## src/core/sac_pkg.sv

```systemverilog
// What this block does
// - A conversion starts when the read strobe falls while chip select and upper byte select are both low and the result buffer is not full.
// - With upper byte select high no conversion is started, so that read only returns data.
// - Read strobe and upper byte select are heeded only while chip select is low.
// - The twelve result pins are driven only while chip select and read strobe are both low.
// - Busy is held low for the whole conversion and returns high when it is done.
// - Upper byte select low gives the full word; high gives the top four bits on top and bottom groups, middle low.
// - The result is straight binary, bit 11 most significant and bit 0 least.
// - The clock output pin is always the inverse of the clock input pin.
// - A running conversion is never restarted, and the host expects no start before busy is high again.
// - The top bit is decided at the second falling converter clock edge after start, then one bit per edge.
// - At the end of a conversion the bit search register is copied into the twelve bit output latch.
package sac_pkg;

	// ==========================================
	// Widths and field layout
	localparam int RESULT_BITS   = 12;
	localparam int UPPER_LSB     = 8;   // Top nibble of the result
	localparam int MIDDLE_LSB    = 4;   // Middle nibble, forced low in upper byte mode
	localparam int NIBBLE_BITS   = 4;
	localparam int SYNC_STAGES   = 3;
	localparam int FIFO_DEPTH    = 16;

	// ==========================================
	// Conversion schedule in converter clock falling edges
	localparam int TRIAL_EDGE    = 1;   // Top bit trial placed
	localparam int MSB_EDGE      = 2;   // Top bit decided
	localparam int LAST_EDGE     = MSB_EDGE + RESULT_BITS - 1;

	// ==========================================
	// Reset values
	localparam logic [11:0] RESULT_RESET = 12'h0000;
	localparam logic        BUSY_IDLE_N  = 1'b1;

	// ==========================================
	// Host timing expected of the far side
	localparam int CLK_PERIOD_NS      = 10;
	localparam int READ_GAP_TIME_NS   = 200;
	localparam int READ_GAP_CYCLES    = (READ_GAP_TIME_NS + CLK_PERIOD_NS - 1) / CLK_PERIOD_NS;
	localparam int ACQUIRE_TIME_NS    = 1000;
	localparam int ACQUIRE_CYCLES     = (ACQUIRE_TIME_NS + CLK_PERIOD_NS - 1) / CLK_PERIOD_NS;

	// ==========================================
	// Types
	typedef struct packed {
		logic csN;
		logic rdN;
		logic upperByteSelect;
	} sac_host_t;

	typedef enum logic [1:0] {
		ST_IDLE    = 2'b00,
		ST_CONVERT = 2'b01,
		ST_LATCH   = 2'b10,
		ST_RELEASE = 2'b11
	} sac_state_t;

endpackage : sac_pkg

```

## src/core/sac_fifo.sv

```systemverilog
`timescale 1ns/1ns
module sac_fifo #(
	parameter int WIDTH = 12,
	parameter int DEPTH = 16
) (
	input  wire logic             core_clk,
	input  wire logic             rst_n,
	input  wire logic             inValid,
	output      logic             inReady,
	input  wire logic [WIDTH-1:0] inData,
	output      logic             outValid,
	input  wire logic             outReady,
	output      logic [WIDTH-1:0] outData
);

	// ==========================================
	// Elaboration check
	generate
		if (DEPTH < 2 || (DEPTH & (DEPTH - 1)) != 0 || WIDTH < 1) begin : g_badParam
			$error("sac_fifo needs a power of two depth of at least 2");
		end
	endgenerate

	localparam int AW = $clog2(DEPTH);

	logic [WIDTH-1:0] mem [DEPTH];
	logic [AW-1:0]    wrPtr;
	logic [AW-1:0]    rdPtr;
	logic [AW:0]      count;
	wire              push;
	wire              pop;

	// Handshake decode
	assign inReady = (count != DEPTH[AW:0]);
	assign push    = inValid && inReady;
	assign pop     = (count != '0) && (!outValid || outReady);

	// Storage write
	always_ff @(posedge core_clk) begin
		if (push) begin
			mem[wrPtr] <= inData;
		end
	end

	// Pointers and fill level
	always_ff @(posedge core_clk or negedge rst_n) begin
		if (!rst_n) begin
			wrPtr <= '0;
			rdPtr <= '0;
			count <= '0;
		end else begin
			wrPtr <= push ? wrPtr + 1'b1 : wrPtr;
			rdPtr <= pop ? rdPtr + 1'b1 : rdPtr;
			count <= count + {{AW{1'b0}}, push} - {{AW{1'b0}}, pop};
		end
	end

	// Registered read side
	always_ff @(posedge core_clk or negedge rst_n) begin
		if (!rst_n) begin
			outValid <= 1'b0;
			outData  <= '0;
		end else if (pop) begin
			outValid <= 1'b1;
			outData  <= mem[rdPtr];
		end else if (outReady) begin
			outValid <= 1'b0;
		end
	end

endmodule : sac_fifo

```

## src/core/sac_adc_ctrl.sv

```systemverilog
`timescale 1ns/1ns
module sac_adc_ctrl
	import sac_pkg::*;
#(
	parameter int RES_BITS = sac_pkg::RESULT_BITS,
	parameter int DEPTH    = sac_pkg::FIFO_DEPTH
) (
	input  wire logic                core_clk,
	input  wire logic                rst_n,
	input  wire sac_pkg::sac_host_t  hostPins,
	input  wire logic                clkIn,
	output      logic                clkOut,
	input  wire logic                compareHigh,
	output      logic [RES_BITS-1:0] dacCode,
	output      logic                busyN,
	output      logic [RES_BITS-1:0] resultOutputPins,
	output      logic                resultOe,
	output      logic                streamValid,
	input  wire logic                streamReady,
	output      logic [RES_BITS-1:0] streamData
);

	// ==========================================
	// Elaboration check
	generate
		if (RES_BITS != RESULT_BITS) begin : g_badWidth
			$error("sac_adc_ctrl serves a twelve bit result only");
		end
		if (LAST_EDGE > 15) begin : g_badSchedule
			$error("sac_adc_ctrl edge counter too narrow for the schedule");
		end
		if (DEPTH < 2) begin : g_badDepth
			$error("sac_adc_ctrl needs a result buffer of at least two words");
		end
	endgenerate

	// Bit positions in the synchronised pin vector
	localparam int NPIN = 5;
	localparam int P_CLK = 4;
	localparam int P_CS  = 3;
	localparam int P_RD  = 2;
	localparam int P_UBS = 1;
	localparam int P_CMP = 0;

	// ==========================================
	// Pin input synchronisers
	// Raw pins and the three synchroniser stages
	wire  [NPIN-1:0] rawPins;
	logic [NPIN-1:0] syncA;
	logic [NPIN-1:0] syncB;
	logic [NPIN-1:0] syncC;
	logic [NPIN-1:0] pinLevel;

	// Placed by index so the order cannot drift from the position names
	assign rawPins[P_CLK] = clkIn;
	assign rawPins[P_CS]  = hostPins.csN;
	assign rawPins[P_RD]  = hostPins.rdN;
	assign rawPins[P_UBS] = hostPins.upperByteSelect;
	assign rawPins[P_CMP] = compareHigh;

	// Three stages; level moves once the last two agree
	genvar gp;
	generate
		for (gp = 0; gp < NPIN; gp++) begin : g_pin
			always_ff @(posedge core_clk or negedge rst_n) begin
				if (!rst_n) begin
					syncA[gp]    <= 1'b1;
					syncB[gp]    <= 1'b1;
					syncC[gp]    <= 1'b1;
					pinLevel[gp] <= 1'b1;
				end else begin
					syncA[gp]    <= rawPins[gp];
					syncB[gp]    <= syncA[gp];
					syncC[gp]    <= syncB[gp];
					pinLevel[gp] <= (syncB[gp] == syncC[gp]) ? syncC[gp] : pinLevel[gp];
				end
			end
		end
	endgenerate

	// ==========================================
	// Edge detection on settled levels
	// Previous settled levels and decoded strobes
	logic prevClk;
	logic prevRd;
	wire  csLow;
	wire  rdLow;
	wire  ubsHigh;
	wire  clkFall;
	wire  rdFall;

	// Levels one cycle back; idle high so reset makes no false edge
	always_ff @(posedge core_clk or negedge rst_n) begin
		if (!rst_n) begin
			prevClk <= 1'b1;
			prevRd  <= 1'b1;
		end else begin
			prevClk <= pinLevel[P_CLK];
			prevRd  <= pinLevel[P_RD];
		end
	end

	// Strobes count only under chip select
	assign csLow   = !pinLevel[P_CS];
	assign rdLow   = csLow && !pinLevel[P_RD];
	assign ubsHigh = csLow && pinLevel[P_UBS];
	assign clkFall = prevClk && !pinLevel[P_CLK];
	assign rdFall  = csLow && prevRd && !pinLevel[P_RD];

	// Inverted clock straight back out
	assign clkOut = ~clkIn;

	// ==========================================
	// Conversion sequencer
	// Sequencer state and bit search datapath
	sac_state_t          state;
	sac_state_t          next_state;
	logic [3:0]          edgeCnt;
	logic [RES_BITS-1:0] bitSearch;
	logic [RES_BITS-1:0] outLatch;
	logic [RES_BITS-1:0] trialMask;
	wire                 fifoInReady;
	wire                 startReq;
	wire                 decideNow;
	wire                 lastEdge;
	wire  [3:0]          edgeNext;
	wire  [3:0]          bitPos;
	wire                 trialNow;
	wire  [RES_BITS-1:0] decidedBits;

	// Start needs select low; a running conversion or full buffer ignores it
	assign startReq  = rdFall && !ubsHigh && (state == ST_IDLE) && fifoInReady;
	assign edgeNext  = edgeCnt + 4'h1;
	assign decideNow = (state == ST_CONVERT) && clkFall && (edgeNext >= 4'(MSB_EDGE));
	assign lastEdge  = decideNow && (edgeNext == 4'(LAST_EDGE));
	assign bitPos    = 4'(LAST_EDGE) - edgeNext;
	assign trialNow  = (state == ST_CONVERT) && clkFall && (edgeNext == 4'(TRIAL_EDGE));

	// Next state
	always_comb begin
		next_state = state;
		case (state)
			ST_IDLE: begin
				if (startReq) begin
					next_state = ST_CONVERT;
				end
			end
			ST_CONVERT: begin
				if (lastEdge) begin
					next_state = ST_LATCH;
				end
			end
			ST_LATCH: begin
				next_state = ST_RELEASE;
			end
			ST_RELEASE: begin
				next_state = ST_IDLE;
			end
			default: begin
				next_state = ST_IDLE;
			end
		endcase
	end

	// State register
	always_ff @(posedge core_clk or negedge rst_n) begin
		if (!rst_n) begin
			state <= ST_IDLE;
		end else begin
			state <= next_state;
		end
	end

	// Falling edge count since start
	always_ff @(posedge core_clk or negedge rst_n) begin
		if (!rst_n) begin
			edgeCnt <= 4'h0;
		end else if (startReq) begin
			edgeCnt <= 4'h0;
		end else if (state == ST_CONVERT && clkFall) begin
			edgeCnt <= edgeNext;
		end
	end

	// Trial bit one position below the decided one
	always_comb begin
		trialMask = '0;
		if (bitPos != 4'h0) begin
			trialMask[bitPos - 4'h1] = 1'b1;
		end
	end

	// ==========================================
	// Per bit next value at a decision edge
	genvar gb;
	generate
		for (gb = 0; gb < RES_BITS; gb++) begin : g_bit
			assign decidedBits[gb] = (bitPos == 4'(gb))
				? pinLevel[P_CMP] : (bitSearch[gb] | trialMask[gb]);
		end
	endgenerate

	// Bit search: clear, place top trial, keep or drop each trial bit
	always_ff @(posedge core_clk or negedge rst_n) begin
		if (!rst_n) begin
			bitSearch <= RESULT_RESET;
		end else if (startReq) begin
			bitSearch <= RESULT_RESET;
		end else if (trialNow) begin
			bitSearch <= {1'b1, {(RES_BITS-1){1'b0}}};
		end else if (decideNow) begin
			bitSearch <= decidedBits;
		end
	end

	// Trial code to the analog side
	always_ff @(posedge core_clk or negedge rst_n) begin
		if (!rst_n) begin
			dacCode <= RESULT_RESET;
		end else begin
			dacCode <= bitSearch;
		end
	end

	// ==========================================
	// Output latch loaded at the end of a conversion
	always_ff @(posedge core_clk or negedge rst_n) begin
		if (!rst_n) begin
			outLatch <= RESULT_RESET;
		end else if (state == ST_LATCH) begin
			outLatch <= bitSearch;
		end
	end

	// Busy low from start until the cycle after the latch load
	always_ff @(posedge core_clk or negedge rst_n) begin
		if (!rst_n) begin
			busyN <= BUSY_IDLE_N;
		end else if (startReq) begin
			busyN <= 1'b0;
		end else if (state == ST_RELEASE) begin
			busyN <= 1'b1;
		end
	end

	// ==========================================
	// Read port
	// Pin data before its register
	wire [RES_BITS-1:0] next_resultOutputPins;
	wire [NIBBLE_BITS-1:0] upperNib;

	assign upperNib = outLatch[UPPER_LSB +: NIBBLE_BITS];
	// Word or upper byte arrangement, one pin group at a time
	genvar gn;
	generate
		for (gn = 0; gn < RES_BITS / NIBBLE_BITS; gn++) begin : g_group
			if (gn * NIBBLE_BITS == MIDDLE_LSB) begin : g_middle
				assign next_resultOutputPins[gn*NIBBLE_BITS +: NIBBLE_BITS] = ubsHigh
					? {NIBBLE_BITS{1'b0}}
					: outLatch[gn*NIBBLE_BITS +: NIBBLE_BITS];
			end else begin : g_outer
				assign next_resultOutputPins[gn*NIBBLE_BITS +: NIBBLE_BITS] = ubsHigh
					? upperNib
					: outLatch[gn*NIBBLE_BITS +: NIBBLE_BITS];
			end
		end
	endgenerate

	always_ff @(posedge core_clk or negedge rst_n) begin
		if (!rst_n) begin
			resultOutputPins <= RESULT_RESET;
		end else begin
			resultOutputPins <= next_resultOutputPins;
		end
	end

	// Drivers on only under select and read, in step with the pin data
	always_ff @(posedge core_clk or negedge rst_n) begin
		if (!rst_n) begin
			resultOe <= 1'b0;
		end else begin
			resultOe <= rdLow;
		end
	end

	// ==========================================
	// Result stream buffer
	sac_fifo #(
		.WIDTH (RES_BITS),
		.DEPTH (DEPTH)
	) u_fifo (
		.core_clk (core_clk),
		.rst_n    (rst_n),
		.inValid  (state == ST_LATCH),
		.inReady  (fifoInReady),
		.inData   (bitSearch),
		.outValid (streamValid),
		.outReady (streamReady),
		.outData  (streamData)
	);

endmodule : sac_adc_ctrl

```

## config.mk

```make
export PLATFORM = sky130hd
export DESIGN_NAME = sac_adc_ctrl
export DESIGN_NICKNAME = d
export VERILOG_FILES = /design/src/core/sac_pkg.sv /design/src/core/sac_fifo.sv /design/src/core/sac_adc_ctrl.sv
export SDC_FILE = /design/constraint.sdc
export NUM_CORES = 1
export LEC_CHECK = 0
export BUFFER_PORTS_ARGS = -buffer_cell sky130_fd_sc_hd__buf_2
export CORE_MARGIN = 4
export CORE_UTILIZATION = 55
export DETAILED_ROUTE_END_ITERATION = 16
export MAX_ROUTING_LAYER = met4
export PLACE_DENSITY_LB_ADDON = 0.05
export SLEW_MARGIN = 5
export SYNTH_ARGS = -nofsm -noshare
export SYNTH_HDL_FRONTEND = slang
export SYNTH_SLANG_ARGS = --single-unit
```

## constraint.sdc

```tcl
create_clock -name core_clk -period 3 [get_ports core_clk]
set_input_delay 0.15 -clock core_clk [delete_from_list [all_inputs] [get_ports core_clk]]
set_output_delay 0.15 -clock core_clk [all_outputs]
set_load 0.01 [all_outputs]
```

* Word level (Yosys, flattened, before mapping)
Memory sizes are Yosys's and may differ from the RTL's. A register that Yosys moved wholly into a read port is not among the register bits.
Index checks and enable logic that the tools add are counted.
** Operators by class
- Add/subtract/negate cells :: 7
- Multiply operators :: 0
- Div/mod/pow operators :: 0
- Order comparisons :: 3
- Equal/unequal tests :: 24
- Shifts and indexed selects :: 0
- Multiplexer cells :: 31
- Bitwise operators :: 13
- Reductions and logical operators :: 31
** Operators with widths (count)
- two-way mux 12 bit :: 4
- == test 4 bit (second input constant) :: 5
- two-way mux 1 bit :: 19
- == test 4 x 3 -> 1 bit (second input constant) :: 4
- two-way mux 4 bit :: 4
- logical AND 1 bit :: 15
- adder 4 x 1 -> 4 bit (second input constant) :: 3
- bitwise OR 1 bit :: 12
- == test 4 x 1 -> 1 bit (second input constant) :: 2
- == test 4 x 2 -> 1 bit (second input constant) :: 2
- one-hot mux 2 bit (4 select lines) :: 1
- zero test 1 bit :: 6
- nonzero test 2 bit :: 3
- adder 5 x 1 -> 5 bit :: 1
- == test 1 bit :: 5
- < comparator 4 x 5 -> 1 bit (second input constant) :: 1
- != test 5 bit (second input constant) :: 1
- nonzero test 5 bit :: 1
- subtractor 5 x 1 -> 5 bit :: 1
- demux 1 bit (select 4 bit) :: 1
- == test 2 bit (second input constant) :: 2
- >= comparator 4 x 1 -> 1 bit (second input constant) :: 1
- >= comparator 4 x 2 -> 1 bit (second input constant) :: 1
- zero test 4 bit :: 1
- other kinds (11) :: 13
** Storage, ports and cells
- Bits in registers :: 92
- Bits in latches :: 0
- Bits in writable memories :: 192
- Memory bits (read-only) :: 0
- Input bits :: 8
- Output and inout bits :: 40
- Word-level logic and storage cells :: 144
- Memories kept :: 1
** Memories
- u_fifo.mem :: depth 16, bits a word 12, read ports 1, clocked after Yosys merged registers in 1, wr ports 1, RTL line sac_fifo.sv:26 : logic [WIDTH-1:0] mem [DEPTH];

* Depth between registers and ports, before layout
Gate-level depths: netlist of the first run.
- Depth after elaboration :: 13
- Gate-level depth with buffers :: 13
- Depth with buffers taken out :: 12

* Hierarchy
Synthesis of the first run repeated with hierarchy kept, for this count alone.
** Second synthesis, totals
- Cells, all modules :: 698
- Area, all modules :: 12006.5 um2
** By module, submodules not included
- sac_fifo :: instances 1, cells each 415, area each 8513.2 um2
- sac_adc_ctrl :: instances 1, cells each 283, area each 3493.4 um2

* Worst setup path after synthesis of the first run
OpenSTA, ideal clock, no wires.
- Kind :: register -> register
- Start point :: register u_fifo.count[2]
- End point :: register u_fifo.count[4]
- Arrival :: 2700 ps
- Required time :: 2877 ps
- Path slack :: 177 ps
- Stages on the path, launching flop included :: 14
- Path buffers :: 1
- Cell sequence :: dfrtp_1 > inv_1 > ha_1 > nor4b_1 > a21oi_1 > clkbuf_1 > ha_1 > inv_1 > ha_1 > fa_1 > a21oi_1 > nor2_1 > nor2_1 > xnor2_1
** On the way
- Elaborated cells between the ends (all ways) :: 6
** RTL lines
- start, declared :: RTL line sac_fifo.sv:29 : logic [AW:0] count;
- start signal, assigned :: RTL line sac_fifo.sv:54 : count <= count + {{AW{1'b0}}, push} - {{AW{1'b0}}, pop};
- nonzero test 5 bit :: RTL line sac_fifo.sv:36 : assign pop = (count != '0) && (!outValid || outReady);
- logical AND 1 bit :: RTL line sac_fifo.sv:36
- net u_fifo.pop :: RTL line sac_fifo.sv:31 : wire pop;
- subtractor 5 x 1 -> 5 bit :: RTL line sac_fifo.sv:54
The timed path passes the listed nets, and every way through them passes these cells.
A chain may end at the register's enable or synchronous reset.

* Final worst setup path of the first run
- Start point :: register edgeCnt[0]
- End point :: register bitSearch[4]
** On the way
- Word-level cells in the longest chain between the ends :: 13
- Elaborated cells between the ends (all ways) :: 21
** Ends and longest elaborated chain
- start, declared :: RTL line sac_adc_ctrl.sv:118 : logic [3:0] edgeCnt;
- start signal, assigned :: RTL line sac_adc_ctrl.sv:181 : edgeCnt <= edgeNext;
- adder 4 x 1 -> 4 bit (*) :: RTL line sac_adc_ctrl.sv:133 : assign edgeNext = edgeCnt + 4'h1;
- subtractor 4 bit :: RTL line sac_adc_ctrl.sv:136 : assign bitPos = 4'(LAST_EDGE) - edgeNext;
- subtractor 4 x 1 -> 4 bit :: RTL line sac_adc_ctrl.sv:189 : trialMask[bitPos - 4'h1] = 1'b1;
- < comparator 4 x 5 -> 1 bit (implied by the code) / >= comparator 4 x 1 -> 1 bit (equally long branches) :: RTL line sac_adc_ctrl.sv:189
- logical AND 1 bit (implied by the code) :: RTL line sac_adc_ctrl.sv:189
- two-way mux 1 bit (implied by the code) :: RTL line sac_adc_ctrl.sv:189
- demux 1 bit (select 4 bit) :: RTL line sac_adc_ctrl.sv:189
- two-way mux 12 bit :: RTL line sac_adc_ctrl.sv:188 : if (bitPos != 4'h0) begin
- bitwise OR 1 bit :: RTL line sac_adc_ctrl.sv:199 : ? pinLevel[P_CMP] : (bitSearch[gb] | trialMask[gb]);
- two-way mux 1 bit :: RTL line sac_adc_ctrl.sv:199
- two-way mux 12 bit :: RTL line sac_adc_ctrl.sv:211 : end else if (decideNow) begin
- two-way mux 12 bit :: RTL line sac_adc_ctrl.sv:209 : end else if (trialNow) begin
- two-way mux 12 bit :: RTL line sac_adc_ctrl.sv:207 : end else if (startReq) begin
- end signal, assigned :: RTL line sac_adc_ctrl.sv:210 : bitSearch <= {1'b1, {(RES_BITS-1){1'b0}}};
- end signal, assigned :: RTL line sac_adc_ctrl.sv:212 : bitSearch <= decidedBits;
- end, declared :: RTL line sac_adc_ctrl.sv:119 : logic [RES_BITS-1:0] bitSearch;
Every way passes the cells marked *; elsewhere a longest branch is shown, timed or not. The select of a mux whose other input is x is not followed.

==> impl_results.html, run 1 <==
<table>
<tr><th>Metric</th><th>Value</th></tr>
<tr><th colspan="2">Outcome</th></tr>
<tr><td>Result of the run</td><td>finished, final reports clean</td></tr>
<tr><th colspan="2">Timing</th></tr>
<tr><td>Post-layout min period</td><td>2.80 ns</td></tr>
<tr><td>Final worst clock skew</td><td>0.0227 ns</td></tr>
<tr><td>Unrepaired setup endpoints after global routing</td><td>no</td></tr>
<tr><td>Slew @ Worst Pin</td><td>0.786 ns</td></tr>
<tr><td>Final Setup Violations</td><td>0</td></tr>
<tr><td>Maximum clock rate</td><td>357 MHz</td></tr>
<tr><td>Relative slew slack</td><td>47.6%</td></tr>
<tr><td>Slack of the critical path</td><td>0.201 ns</td></tr>
<tr><td>Final-layout worst hold slack</td><td>0.227 ns</td></tr>
<tr><td>Final critical-path share of the clock period</td><td>93.3%</td></tr>
<tr><td>Hold Fails Final Rpt</td><td>0</td></tr>
<tr><td>Final setup TNS</td><td>0 ns</td></tr>
<tr><td>Final number of max-transition violations</td><td>0</td></tr>
<tr><th colspan="2">Routing</th></tr>
<tr><td>Vias per std cell</td><td>5.79</td></tr>
<tr><td>Overall routed net length</td><td>24,400 um</td></tr>
<tr><td>Routed wire length per instance</td><td>23.3 um</td></tr>
<tr><td>Number of DRC violations after detailed-routing iteration 0</td><td>444</td></tr>
<tr><td>Post-detailed-route DRC marker count</td><td>0</td></tr>
<tr><td>Length of routed met2 wiring</td><td>12,200 um</td></tr>
<tr><td>Total number of vias</td><td>6,068</td></tr>
<tr><td>Uppermost routed layer</td><td>met4</td></tr>
<tr><td>Pre-antenna DRT Iters</td><td>4</td></tr>
<tr><td>WL met1</td><td>10,500 um</td></tr>
<tr><td>Number of nets with antenna violations after detailed routing</td><td>0</td></tr>
<tr><td>Total met3 wirelength after detailed routing</td><td>1330 um</td></tr>
<tr><th colspan="2">Critical path</th></tr>
<tr><td>Critical setup path kind</td><td>reg -&gt; reg</td></tr>
<tr><td>Highest fanout seen on the critical path</td><td>10</td></tr>
<tr><td>Critical Path Slowest Stage Cell</td><td>sky130_fd_sc_hd__dfrtp_1</td></tr>
<tr><td>Largest delay contributor family on the critical path</td><td>adder cells</td></tr>
<tr><td>Data required time at the worst endpoint</td><td>3.40 ns</td></tr>
<tr><td>Kind of launch point of the worst setup path</td><td>flop</td></tr>
<tr><td>Crit path capture type</td><td>flop</td></tr>
<tr><td>Arrival time worst endpoint</td><td>3.20 ns</td></tr>
<tr><td>Worst-path cell chain</td><td>inv_1 &gt; ha_1 &gt; inv_1 &gt; ha_1 &gt; nand3b_1 &gt; nand2_1 &gt; xor2_1 &gt; buf_4 &gt; and3_1 &gt; o31ai_1 &gt; a221oi_1</td></tr>
<tr><td>Critical path buffer and inverter count</td><td>3</td></tr>
<tr><td>Delay of the slowest critical-path stage</td><td>0.50 ns</td></tr>
<tr><th colspan="2">Floorplan</th></tr>
<tr><td>Overall die area</td><td>24,000 um^2</td></tr>
<tr><td>Vertical die dimension</td><td>155 um</td></tr>
<tr><td>Number of placement rows</td><td>53</td></tr>
<tr><td>Starting density of the core</td><td>56.2%</td></tr>
<tr><td>Number of top-level design ports</td><td>48</td></tr>
<tr><td>Core Box Area</td><td>21,100 um^2</td></tr>
<tr><td>DIE WIDTH</td><td>155 um</td></tr>
<tr><th colspan="2">Clock network</th></tr>
<tr><td>Maximum clock insertion buffer count</td><td>3</td></tr>
<tr><td>Skew-Pair Late Insertion Delay</td><td>0.56 ns</td></tr>
<tr><td>Number of clock buffers inserted by TritonCTS</td><td>30</td></tr>
<tr><td>Buffer type at the clock tree root</td><td>sky130_fd_sc_hd__clkbuf_16</td></tr>
<tr><td>Clock Sinks</td><td>296</td></tr>
<tr><td>H-tree levels</td><td>1</td></tr>
<tr><td>Clock tree from TritonCTS</td><td>built</td></tr>
<tr><td>Clock input transition at the sequential cells of the worst setup and hold paths</td><td>0.06 ns</td></tr>
<tr><th colspan="2">Yosys</th></tr>
<tr><td>Synthesized Nets</td><td>690</td></tr>
<tr><td>Sequential share of the synthesized area</td><td>70.9%</td></tr>
<tr><td>Average footprint of a synthesized cell</td><td>18.0 um^2</td></tr>
<tr><td>Number of distinct library cells after synthesis</td><td>57</td></tr>
<tr><td>Dominant cell by count in the synthesized netlist</td><td>sky130_fd_sc_hd__edfxtp_1</td></tr>
<tr><td>Number of warnings issued by yosys</td><td>0</td></tr>
<tr><td>Synth Cell Area</td><td>11,800 um^2</td></tr>
<tr><td>Flop and latch count out of synthesis</td><td>296</td></tr>
<tr><td>Share of Yosys cell area claimed by the top area cell type</td><td>48.7%</td></tr>
<tr><td>Commonest cells in the synthesized netlist</td><td>sky130_fd_sc_hd__edfxtp_1 (192), sky130_fd_sc_hd__dfrtp_1 (81), sky130_fd_sc_hd__mux4_2 (60)</td></tr>
<tr><td>Post-synthesis instance total</td><td>657</td></tr>
<tr><td>Leading area contributor after synthesis</td><td>sky130_fd_sc_hd__edfxtp_1</td></tr>
<tr><td>EDFF count, synth</td><td>192</td></tr>
<tr><td>Async S/R FF share, synth</td><td>35.1%</td></tr>
<tr><td>Synth top area cells</td><td>sky130_fd_sc_hd__edfxtp_1 (49%), sky130_fd_sc_hd__dfrtp_1 (17%), sky130_fd_sc_hd__mux4_2 (11%), sky130_fd_sc_hd__dfstp_2 (5.1%), sky130_fd_sc_hd__ha_1 (2.5%)</td></tr>
<tr><td>Main synth FF type</td><td>sky130_fd_sc_hd__edfxtp_1</td></tr>
<tr><th colspan="2">Global route</th></tr>
<tr><td>Pin count of the biggest net entering global routing</td><td>59</td></tr>
<tr><td>Wire length of the first global-routing pass</td><td>38,800 um</td></tr>
<tr><td>Number of antenna violations at the first check in global routing</td><td>0</td></tr>
<tr><td>Global-route congestion overflow total</td><td>0</td></tr>
<tr><td>Total track usage</td><td>22.1%</td></tr>
<tr><td>Via count of the first global-routing pass</td><td>6,458</td></tr>
<tr><th colspan="2">Pwr</th></tr>
<tr><td>Worst ir drop on vdd</td><td>992 uV</td></tr>
<tr><td>Power Total</td><td>13.3 mW</td></tr>
<tr><td>Static leakage</td><td>5.39 nW</td></tr>
<tr><td>Power Density</td><td>971 nW/um^2</td></tr>
<tr><th colspan="2">Cells and area</th></tr>
<tr><td>Relative area change from synthesis to final layout</td><td>15.4%</td></tr>
<tr><td>Fin cells</td><td>1,048</td></tr>
<tr><td>Fraction of final layout cells with drive strength greater than 1</td><td>31.4%</td></tr>
<tr><td>Post-layout nets</td><td>782</td></tr>
<tr><td>Ant diodes</td><td>0</td></tr>
<tr><th colspan="2">Flow run</th></tr>
<tr><td>Max-cap violations</td><td>0</td></tr>
<tr><th colspan="2">Placed design</th></tr>
<tr><td>HPWL after detailed placement</td><td>15,200 um</td></tr>
<tr><td>Pre-CTS setup slack</td><td>0.217 ns</td></tr>
<tr><td>Global placer's final weighted congestion</td><td>0.837</td></tr>
<tr><td>Port-buffer cells</td><td>47</td></tr>
<tr><td>Cell count after placement</td><td>985</td></tr>
<tr><th colspan="2">Hold path</th></tr>
<tr><td>Type of the worst min-delay path</td><td>in -&gt; async</td></tr>
</table>
[flip-flops by register name, summed over array words and instances, names as in the netlist, 2 cells and up]
signal and cells:
u_fifo.mem 192, bitSearch 12, dacCode 12, outLatch 12, resultOutputPins 12, u_fifo.outData 12
pinLevel 5, syncA 5, syncB 5, syncC 5, u_fifo.count 5, edgeCnt 4
u_fifo.rdPtr 4, u_fifo.wrPtr 4, state 2
[path summary, 6_finish.rpt]
kind | start | endpoint | slack, ns | cells after the start
setup / recovery | edgeCnt[0]$_DFFE_PN0P_ | bitSearch[4]$_DFFE_PN0P_ | 0.20 | 11
hold / removal | rst_n | u_fifo.outData[6]$_DFFE_PN0P_ | 0.23 | 2
setup reg to reg | edgeCnt[0]$_DFFE_PN0P_ | bitSearch[4]$_DFFE_PN0P_ | 0.20 | 11
hold reg to reg | syncA[1]$_DFF_PN1_ | syncB[1]$_DFF_PN1_ | 0.36 | 0
max in group asynchronous | rst_n | syncB[3]$_DFF_PN1_ | 1.94 | 3
min in group core_clk | hostPins[2] | syncA[3]$_DFF_PN1_ | 0.24 | 2
[layout by cell type, fill, tap and decap left out, drive strengths merged, types with 9 or more instances in the layout]
cell,count
xnor2,9
a21oi,12
nand2,29
and2,15
edfxtp,192
clkbuf,42
ha,24
mux2,26
dfstp,23
clkinv,10
nor2,24
nor2b,10
inv,25
buf,82
dfrtp,81
mux4,60
[repair_timing]
item / in CTS / in global routing
setup endpoints to repair: 0 / 1
endpoints found under the hold margin: 53 / 0
setup buffers: 0 / 0
gates resized for setup: 0 / 1
hold buffers: 7 / 0
[cell families after synthesis]
group	after synthesis	share of synthesized area, %
DFF	296	70.9
and+or+nand+nor	117	5.19
muxes	87	14.0
AOI/OAI and AO/OA	56	3.53
buffers and inverters	54	2.00
adders and majority gates	30	3.13
xor gates and xnor gates	17	1.32
[routing by layer]
layer / vias to the layer above / track usage (%)
met5: - / -
met4: 0 / 4.75
met3: 40 / 3.39
met2: 152 / 35.3
met1: 3145 / 30.8
li1: 2731 / -
[worst reg2reg max path: stages, from the launching register on]
cell                       delay [ns]
sky130_fd_sc_hd__dfrtp_1         0.50
sky130_fd_sc_hd__inv_1           0.18
sky130_fd_sc_hd__ha_1            0.42
sky130_fd_sc_hd__inv_1           0.09
sky130_fd_sc_hd__ha_1            0.22
sky130_fd_sc_hd__nand3b_1        0.09
sky130_fd_sc_hd__nand2_1         0.10
sky130_fd_sc_hd__xor2_1          0.16
sky130_fd_sc_hd__buf_4           0.17
sky130_fd_sc_hd__and3_1          0.16
sky130_fd_sc_hd__o31ai_1         0.41
sky130_fd_sc_hd__a221oi_1        0.15
[power breakdown]
group / internal (mW) / switching [mW]
Sequential: 5.05 / 0.602
Clock: 2.20 / 1.48
Combinational: 1.89 / 2.06
Total: 9.14 / 4.14
[metrics by stage]
step                      utilization, %  area (um^2)
after floorplan                        -        11800
after global placement              59.8        12600
after detailed placement            59.8        12600
after CTS                           64.8        13700
after global routing                64.8        13700
final                               64.8        13700
[final cells by class]
cell class / count / area, um^2
fill: 1464 / 7420
tap: 275 / 344
inverter: 25 / 93.8
clock buffer: 42 / 796
sequential: 296 / 8400
multi-input combinational: 307 / 3240
clock inverter: 14 / 188
timing repair buffer: 89 / 608
No activity file was read; power rests on OpenSTA's default activity.
==> run 2: changes to the inputs <==
- CORE_UTILIZATION: 55 -> 60
- PLACE_DENSITY: not set -> 0.78
- PLACE_DENSITY_LB_ADDON: 0.05 -> not set
- clock period: 3 -> 3.1 ns (I/O delays scaled with it)
==> impl_results.html, run 2 (synthesis results as in run 1) <==
<table>
<tr><th>Metric</th><th>Value</th></tr>
<tr><th colspan="2">Floorplan</th></tr>
<tr><td>Vertical die dimension</td><td>149 um (-4.0%)</td></tr>
<tr><td>Core Box Area</td><td>19,500 um^2 (-7.7%)</td></tr>
<tr><td>Number of placement rows</td><td>51 (-3.8%)</td></tr>
<tr><td>DIE WIDTH</td><td>149 um (-4.0%)</td></tr>
<tr><td>Starting density of the core</td><td>60.9% (+4.7 points)</td></tr>
<tr><td>Number of top-level design ports</td><td>48 (unchanged)</td></tr>
<tr><td>Overall die area</td><td>22,100 um^2 (-7.9%)</td></tr>
<tr><th colspan="2">Clock network</th></tr>
<tr><td>Number of clock buffers inserted by TritonCTS</td><td>29 (-3.3%)</td></tr>
<tr><td>Clock Sinks</td><td>296 (unchanged)</td></tr>
<tr><td>H-tree levels</td><td>1 (unchanged)</td></tr>
<tr><td>Skew-Pair Late Insertion Delay</td><td>0.55 ns (about the same)</td></tr>
<tr><td>Clock input transition at the sequential cells of the worst setup and hold paths</td><td>0.06 ns (about the same)</td></tr>
<tr><td>Maximum clock insertion buffer count</td><td>3 (unchanged)</td></tr>
<tr><td>Buffer type at the clock tree root</td><td>sky130_fd_sc_hd__clkbuf_16</td></tr>
<tr><td>Clock tree from TritonCTS</td><td>built</td></tr>
<tr><td>Setup bufs post-CTS</td><td>0 (unchanged)</td></tr>
<tr><th colspan="2">Cells and area</th></tr>
<tr><td>Max FFs per register</td><td>192 (unchanged)</td></tr>
<tr><td>Top reg by flops</td><td>u_fifo.mem</td></tr>
<tr><td>Area used by sequential logic in the layout</td><td>8400 um^2 (unchanged)</td></tr>
<tr><td>Most common cell after layout, fill and taps aside</td><td>sky130_fd_sc_hd__edfxtp_1</td></tr>
<tr><td>Multi-input logic area</td><td>3230 um^2 (-0.23%)</td></tr>
<tr><td>Total non-filler cell area in the finished layout</td><td>13,500 um^2 (-1.1%)</td></tr>
<tr><td>Post-layout nets</td><td>770 (-1.5%)</td></tr>
<tr><td>Fin cells</td><td>1,025 (-2.2%)</td></tr>
<tr><td>Commonest cells after routing, fill and taps aside</td><td>sky130_fd_sc_hd__edfxtp_1 (192), sky130_fd_sc_hd__dfrtp_1 (79), sky130_fd_sc_hd__mux4_2 (60)</td></tr>
<tr><td>Ant diodes</td><td>0 (unchanged)</td></tr>
<tr><td>Relative area change from synthesis to final layout</td><td>14.1%</td></tr>
<tr><td>Fraction of final layout cells with drive strength greater than 1</td><td>31.1% (-0.38 points)</td></tr>
<tr><td>Number of fillers in the final layout</td><td>1,242 (-15%)</td></tr>
<tr><th colspan="2">Critical path</th></tr>
<tr><td>Critical setup path kind</td><td>reg -&gt; reg</td></tr>
<tr><td>Arrival time worst endpoint</td><td>3.35 ns (+0.15 ns)</td></tr>
<tr><td>Crit path capture type</td><td>flop</td></tr>
<tr><td>Highest fanout seen on the critical path</td><td>17 (+7)</td></tr>
<tr><td>Data required time at the worst endpoint</td><td>3.53 ns (+0.13 ns)</td></tr>
<tr><td>Kind of launch point of the worst setup path</td><td>flop</td></tr>
<tr><th colspan="2">Timing</th></tr>
<tr><td>Hold Fails Final Rpt</td><td>0 (unchanged)</td></tr>
<tr><td>Final Setup Violations</td><td>0 (unchanged)</td></tr>
<tr><td>Maximum clock rate</td><td>342 MHz (-4.2%)</td></tr>
<tr><td>Post-layout min period</td><td>2.92 ns (+0.121 ns)</td></tr>
<tr><td>Relative slew slack</td><td>46.4% (-1.3 points)</td></tr>
<tr><td>Final worst clock skew</td><td>0.0102 ns (-0.0125 ns)</td></tr>
<tr><td>Slew @ Worst Pin</td><td>0.805 ns (+0.0190 ns)</td></tr>
<tr><td>Final number of max-transition violations</td><td>0 (unchanged)</td></tr>
<tr><td>Unrepaired setup endpoints after global routing</td><td>no</td></tr>
<tr><td>Final setup TNS</td><td>0 ns (unchanged)</td></tr>
<tr><td>Final critical-path share of the clock period</td><td>94.2% (+0.90 points)</td></tr>
<tr><th colspan="2">Routing</th></tr>
<tr><td>Number of nets with antenna violations after detailed routing</td><td>0 (unchanged)</td></tr>
<tr><td>Pre-antenna DRT Iters</td><td>5 (+1)</td></tr>
<tr><td>Routed wire length per instance</td><td>23.3 um (+0.25%)</td></tr>
<tr><td>Overall routed net length</td><td>23,900 um (-2.0%)</td></tr>
<tr><td>Number of DRC violations after detailed-routing iteration 0</td><td>489 (+10%)</td></tr>
<tr><td>Total number of vias</td><td>6,157 (+1.5%)</td></tr>
<tr><td>Post-detailed-route DRC marker count</td><td>0 (unchanged)</td></tr>
<tr><td>Vias per std cell</td><td>6.01 (+3.7%)</td></tr>
<tr><th colspan="2">Placed design</th></tr>
<tr><td>Port-buffer cells</td><td>47 (unchanged)</td></tr>
<tr><td>Placement-stage cell area</td><td>12,500 um^2 (-0.89%)</td></tr>
<tr><td>Global placer's final weighted congestion</td><td>0.823 (-1.7%)</td></tr>
<tr><td>HPWL after detailed placement</td><td>14,600 um (-3.9%)</td></tr>
<tr><td>Cell count after placement</td><td>964 (-2.1%)</td></tr>
<tr><th colspan="2">Outcome</th></tr>
<tr><td>Result of the run</td><td>finished, final reports clean</td></tr>
<tr><th colspan="2">Global route</th></tr>
<tr><td>Wire length of the first global-routing pass</td><td>38,200 um (-1.5%)</td></tr>
<tr><td>Pin count of the biggest net entering global routing</td><td>58 (-1.7%)</td></tr>
<tr><td>Global-route congestion overflow total</td><td>0 (unchanged)</td></tr>
<tr><td>Number of antenna violations at the first check in global routing</td><td>0 (unchanged)</td></tr>
<tr><td>Total track usage</td><td>23.4% (+1.3 points)</td></tr>
<tr><td>Via count of the first global-routing pass</td><td>6,581 (+1.9%)</td></tr>
<tr><th colspan="2">Pwr</th></tr>
<tr><td>Worst ir drop on vdd</td><td>679 uV (-32%)</td></tr>
<tr><td>Power Total</td><td>12.6 mW (-5.3%)</td></tr>
<tr><td>Static leakage</td><td>5.31 nW (-1.4%)</td></tr>
<tr><td>Power Density</td><td>930 nW/um^2 (-4.2%)</td></tr>
<tr><th colspan="2">Hold path</th></tr>
<tr><td>Type of the worst min-delay path</td><td>in -&gt; async</td></tr>
<tr><th colspan="2">Flow run</th></tr>
<tr><td>Max-cap violations</td><td>0 (unchanged)</td></tr>
</table>
run 2: cell count changes in the layout (fill, tap and decap cells not counted), sizes merged:
cell	delta
bufinv	-3
clkinv	-6
buf	-11
clkinvlp	+3
inv	+1
clkbuf	+3
run 2: where the power goes:
part	internal, mW	switching [mW]
sequential	4.89	0.512
combinational	1.70	2.03
clock	2.00	1.44
total	8.59	3.98
run 2: cell type report:
type                       instances  area share, %
clock inverter                     9          0.675
multi-input combinational        307           23.9
inverter                          25          0.694
clock buffer                      45           6.35
timing repair buffer              78           3.79
sequential                       296           62.1
tap                              265           2.45
run 2: repair_timing:
action,in CTS,in global routing
hold buffers,7,0
hold endpoints to repair,60,0
setup endpoints to repair,0,3
resized for setup,0,1
run 2: worst paths after layout:
check	slack (ns)	end	startpoint	cells after the start
min in group core_clk	0.25	syncA[1]$_DFF_PN1_	hostPins[0]	2
max in group asynchronous	1.96	syncA[3]$_DFF_PN1_	rst_n	3
worst min register to register	0.35	syncB[2]$_DFF_PN1_	syncA[2]$_DFF_PN1_	0
worst max register to register	0.18	bitSearch[6]$_DFFE_PN0P_	edgeCnt[0]$_DFFE_PN0P_	9
worst min-delay path	0.24	u_fifo.outData[10]$_DFFE_PN0P_	rst_n	2
worst max-delay path	0.18	bitSearch[6]$_DFFE_PN0P_	edgeCnt[0]$_DFFE_PN0P_	9
run 2: metrics by stage:
step	hold slack (ns)	setup WS [ns]	util (%)
3_5_place_dp	0.263	0.219	64.2
3_3_place_gp	0.261	0.388	64.2
5_1_grt	0.252	0.0216	69.5
4_1_cts	0.228	0.194	69.5
2_1_floorplan	-0.141	0.277	-
6_report	0.242	0.180	69.5
run 2: metal layers:
metal | routed length [um] | GRT usage, %
met1 | 9620 | 31.6
met4 | 382 | 3.97
met3 | 1250 | 3.20
met2 | 12700 | 39.3
met5 | 0 | -
run 2: critical path, stage by stage (launching register included):
cell	delay, ns
sky130_fd_sc_hd__dfrtp_1	0.51
sky130_fd_sc_hd__inv_1	0.18
sky130_fd_sc_hd__ha_1	0.40
sky130_fd_sc_hd__inv_1	0.09
sky130_fd_sc_hd__ha_1	0.62
sky130_fd_sc_hd__and3b_1	0.26
sky130_fd_sc_hd__a21oi_1	0.20
sky130_fd_sc_hd__a311oi_1	0.12
sky130_fd_sc_hd__a311oi_1	0.33
sky130_fd_sc_hd__nor3_1	0.09
==> run 3: changes to the inputs <==
- CORE_UTILIZATION: 60 -> 45
- PLACE_DENSITY: 0.78 -> not set
- PLACE_DENSITY_LB_ADDON: not set -> 0.08
==> impl_results.html, run 3 (synthesis results as in run 1) <==
<table>
<tr><th>Metric</th><th>Value</th></tr>
<tr><th colspan="2">Routing</th></tr>
<tr><td>Uppermost routed layer</td><td>met4</td></tr>
<tr><td>Routed wire length per instance</td><td>22.5 um (-3.5%)</td></tr>
<tr><td>Total number of vias</td><td>6,013 (-2.3%)</td></tr>
<tr><td>Number of nets with antenna violations after detailed routing</td><td>0 (unchanged)</td></tr>
<tr><td>Overall routed net length</td><td>24,800 um (+3.6%)</td></tr>
<tr><td>Pre-antenna DRT Iters</td><td>6 (+1)</td></tr>
<tr><td>Total met3 wirelength after detailed routing</td><td>1010 um (-20%)</td></tr>
<tr><td>Number of DRC violations after detailed-routing iteration 0</td><td>453 (-7.4%)</td></tr>
<tr><td>Post-detailed-route DRC marker count</td><td>0 (unchanged)</td></tr>
<tr><td>Length of routed met2 wiring</td><td>12,400 um (-2.1%)</td></tr>
<tr><td>Vias per std cell</td><td>5.47 (-9.0%)</td></tr>
<tr><td>WL met1</td><td>10,900 um (+13%)</td></tr>
<tr><th colspan="2">Outcome</th></tr>
<tr><td>Result of the run</td><td>finished, final reports clean</td></tr>
<tr><th colspan="2">Cells and area</th></tr>
<tr><td>Top reg by flops</td><td>u_fifo.mem</td></tr>
<tr><td>Fraction of final layout cells with drive strength greater than 1</td><td>31.9% (+0.84 points)</td></tr>
<tr><td>Relative area change from synthesis to final layout</td><td>16.1%</td></tr>
<tr><td>Post-layout nets</td><td>774 (+0.52%)</td></tr>
<tr><td>Max FFs per register</td><td>192 (unchanged)</td></tr>
<tr><td>Post-layout util</td><td>52.9% (-17 points)</td></tr>
<tr><td>Total non-filler cell area in the finished layout</td><td>13,700 um^2 (+1.7%)</td></tr>
<tr><td>Fin cells</td><td>1,100 (+7.3%)</td></tr>
<tr><td>Most common cell after layout, fill and taps aside</td><td>sky130_fd_sc_hd__edfxtp_1</td></tr>
<tr><td>Commonest cells after routing, fill and taps aside</td><td>sky130_fd_sc_hd__edfxtp_1 (192), sky130_fd_sc_hd__dfrtp_1 (79), sky130_fd_sc_hd__mux4_2 (60)</td></tr>
<tr><td>Ant diodes</td><td>0 (unchanged)</td></tr>
<tr><th colspan="2">Hold path</th></tr>
<tr><td>Type of the worst min-delay path</td><td>in -&gt; async</td></tr>
<tr><th colspan="2">Timing</th></tr>
<tr><td>Hold Fails Final Rpt</td><td>0 (unchanged)</td></tr>
<tr><td>Final-layout worst hold slack</td><td>0.187 ns (-0.0555 ns)</td></tr>
<tr><td>Unrepaired setup endpoints after global routing</td><td>no</td></tr>
<tr><td>Relative slew slack</td><td>42.7% (-3.7 points)</td></tr>
<tr><td>Post-layout min period</td><td>2.84 ns (-0.0834 ns)</td></tr>
<tr><td>Final worst clock skew</td><td>0.0105 ns (+0.000278 ns)</td></tr>
<tr><td>Final critical-path share of the clock period</td><td>91.5% (-2.7 points)</td></tr>
<tr><td>Final setup TNS</td><td>0 ns (unchanged)</td></tr>
<tr><td>Final Setup Violations</td><td>0 (unchanged)</td></tr>
<tr><td>Slack of the critical path</td><td>0.263 ns (+0.0834 ns)</td></tr>
<tr><td>Maximum clock rate</td><td>353 MHz (+2.9%)</td></tr>
<tr><td>Slew @ Worst Pin</td><td>0.859 ns (+0.0549 ns)</td></tr>
<tr><td>Final number of max-transition violations</td><td>0 (unchanged)</td></tr>
<tr><th colspan="2">Floorplan</th></tr>
<tr><td>Number of placement rows</td><td>59 (+16%)</td></tr>
<tr><td>Core Box Area</td><td>26,000 um^2 (+34%)</td></tr>
<tr><td>Number of top-level design ports</td><td>48 (unchanged)</td></tr>
<tr><td>Starting density of the core</td><td>45.6% (-15 points)</td></tr>
<tr><td>DIE WIDTH</td><td>170 um (+15%)</td></tr>
<tr><td>Vertical die dimension</td><td>170 um (+15%)</td></tr>
<tr><td>Overall die area</td><td>29,000 um^2 (+31%)</td></tr>
<tr><th colspan="2">Clock network</th></tr>
<tr><td>Skew-Pair Late Insertion Delay</td><td>0.55 ns (about the same)</td></tr>
<tr><td>Buffer type at the clock tree root</td><td>sky130_fd_sc_hd__clkbuf_16</td></tr>
<tr><td>Number of clock buffers inserted by TritonCTS</td><td>31 (+6.9%)</td></tr>
<tr><td>Maximum clock insertion buffer count</td><td>3 (unchanged)</td></tr>
<tr><td>H-tree levels</td><td>1 (unchanged)</td></tr>
<tr><td>Clock input transition at the sequential cells of the worst setup and hold paths</td><td>0.06 ns (about the same)</td></tr>
<tr><td>Clock Sinks</td><td>296 (unchanged)</td></tr>
<tr><td>Clock tree from TritonCTS</td><td>built</td></tr>
<tr><th colspan="2">Placed design</th></tr>
<tr><td>Port-buffer cells</td><td>47 (unchanged)</td></tr>
<tr><td>Cell count after placement</td><td>1,036 (+7.5%)</td></tr>
<tr><td>Pre-CTS setup slack</td><td>0.225 ns (+0.00560 ns)</td></tr>
<tr><td>Placement-stage cell area</td><td>12,600 um^2 (+0.96%)</td></tr>
<tr><td>Global placer's final weighted congestion</td><td>0.823 (about the same)</td></tr>
<tr><td>HPWL after detailed placement</td><td>14,700 um (+0.64%)</td></tr>
<tr><th colspan="2">Critical path</th></tr>
<tr><td>Arrival time worst endpoint</td><td>3.28 ns (-0.07 ns)</td></tr>
<tr><td>Crit path capture type</td><td>flop</td></tr>
<tr><td>Start point of the critical path</td><td>edgeCnt[0]$_DFFE_PN0P_</td></tr>
<tr><td>Data required time at the worst endpoint</td><td>3.55 ns (+0.02 ns)</td></tr>
<tr><td>Kind of launch point of the worst setup path</td><td>flop</td></tr>
<tr><td>Critical setup path kind</td><td>reg -&gt; reg</td></tr>
<tr><td>Source of the worst register-to-register timing path</td><td>edgeCnt[0]$_DFFE_PN0P_</td></tr>
<tr><td>Highest fanout seen on the critical path</td><td>10 (-7)</td></tr>
<tr><th colspan="2">Global route</th></tr>
<tr><td>Via count of the first global-routing pass</td><td>6,486 (-1.4%)</td></tr>
<tr><td>Pin count of the biggest net entering global routing</td><td>105 (+81%)</td></tr>
<tr><td>Wire length of the first global-routing pass</td><td>38,700 um (+1.1%)</td></tr>
<tr><td>Number of antenna violations at the first check in global routing</td><td>0 (unchanged)</td></tr>
<tr><td>Total track usage</td><td>18.1% (-5.2 points)</td></tr>
<tr><td>Global-route congestion overflow total</td><td>0 (unchanged)</td></tr>
<tr><th colspan="2">Flow run</th></tr>
<tr><td>Max-cap violations</td><td>0 (unchanged)</td></tr>
<tr><th colspan="2">Pwr</th></tr>
<tr><td>Power Density</td><td>939 nW/um^2 (+1.0%)</td></tr>
<tr><td>Worst ir drop on vdd</td><td>981 uV (+44%)</td></tr>
<tr><td>Static leakage</td><td>5.38 nW (+1.3%)</td></tr>
<tr><td>Power Total</td><td>12.9 mW (+2.7%)</td></tr>
</table>
[run 3: cell count changes in the layout (fill, tap and decap cells not counted), sizes merged]
cell	delta
clkbuf	-10
clkinv	+8
bufinv	+5
buf	+2
[run 3: final timing paths]
path                                                       to  slack [ns]  cells after the start
worst min register to register             syncB[2]$_DFF_PN1_        0.35                      0
worst max register to register       bitSearch[3]$_DFFE_PN0P_        0.26                      9
max in group asynchronous       u_fifo.outData[9]$_DFFE_PN0P_        2.44                      3
worst max-delay path                 bitSearch[3]$_DFFE_PN0P_        0.26                      9
worst min-delay path              u_fifo.rdPtr[3]$_DFFE_PN0P_        0.19                      3
min in group core_clk                      syncA[0]$_DFF_PN1_        0.25                      2
[run 3: area by class of cell]
type / count / area (um^2)
multi-input combinational: 307 / 3240
tap: 335 / 419
timing repair buffer: 80 / 541
fill: 2115 / 12200
inverter: 25 / 93.8
clock buffer: 35 / 791
clock inverter: 22 / 267
sequential: 296 / 8400
[run 3: timing repair]
| action | in CTS | in global routing |
|---|---|---|
| endpoints found under the hold margin | 87 | 0 |
| buffers inserted | 0 | 0 |
| resized for setup | 0 | 1 |
| setup endpoints to repair | 0 | 2 |
| hold buffers | 7 | 0 |
[run 3: where the power goes]
| part | total (mW) | switching, mW | leakage, nW | internal, mW |
|---|---|---|---|---|
| combinational | 3.64 | 1.95 | 1.65 | 1.68 |
| clock | 3.82 | 1.50 | 0.511 | 2.33 |
| sequential | 5.45 | 0.563 | 3.22 | 4.89 |
| total | 12.9 | 4.01 | 5.38 | 8.90 |
[run 3: layer usage]
metal,vias to the layer above,GRT usage [%]
met5,-,-
met4,0,4.06
met3,33,2.67
met2,121,29.8
met1,3158,24.3
li1,2701,-
[run 3: critical path, stage by stage (launching register included)]
cell	delay, ns
sky130_fd_sc_hd__dfrtp_1	0.51
sky130_fd_sc_hd__inv_1	0.18
sky130_fd_sc_hd__ha_1	0.33
sky130_fd_sc_hd__buf_4	0.18
sky130_fd_sc_hd__mux2i_1	0.19
sky130_fd_sc_hd__nor2_1	0.11
sky130_fd_sc_hd__a22o_1	0.33
sky130_fd_sc_hd__nor2_2	0.42
sky130_fd_sc_hd__a31oi_1	0.15
sky130_fd_sc_hd__a221oi_1	0.31
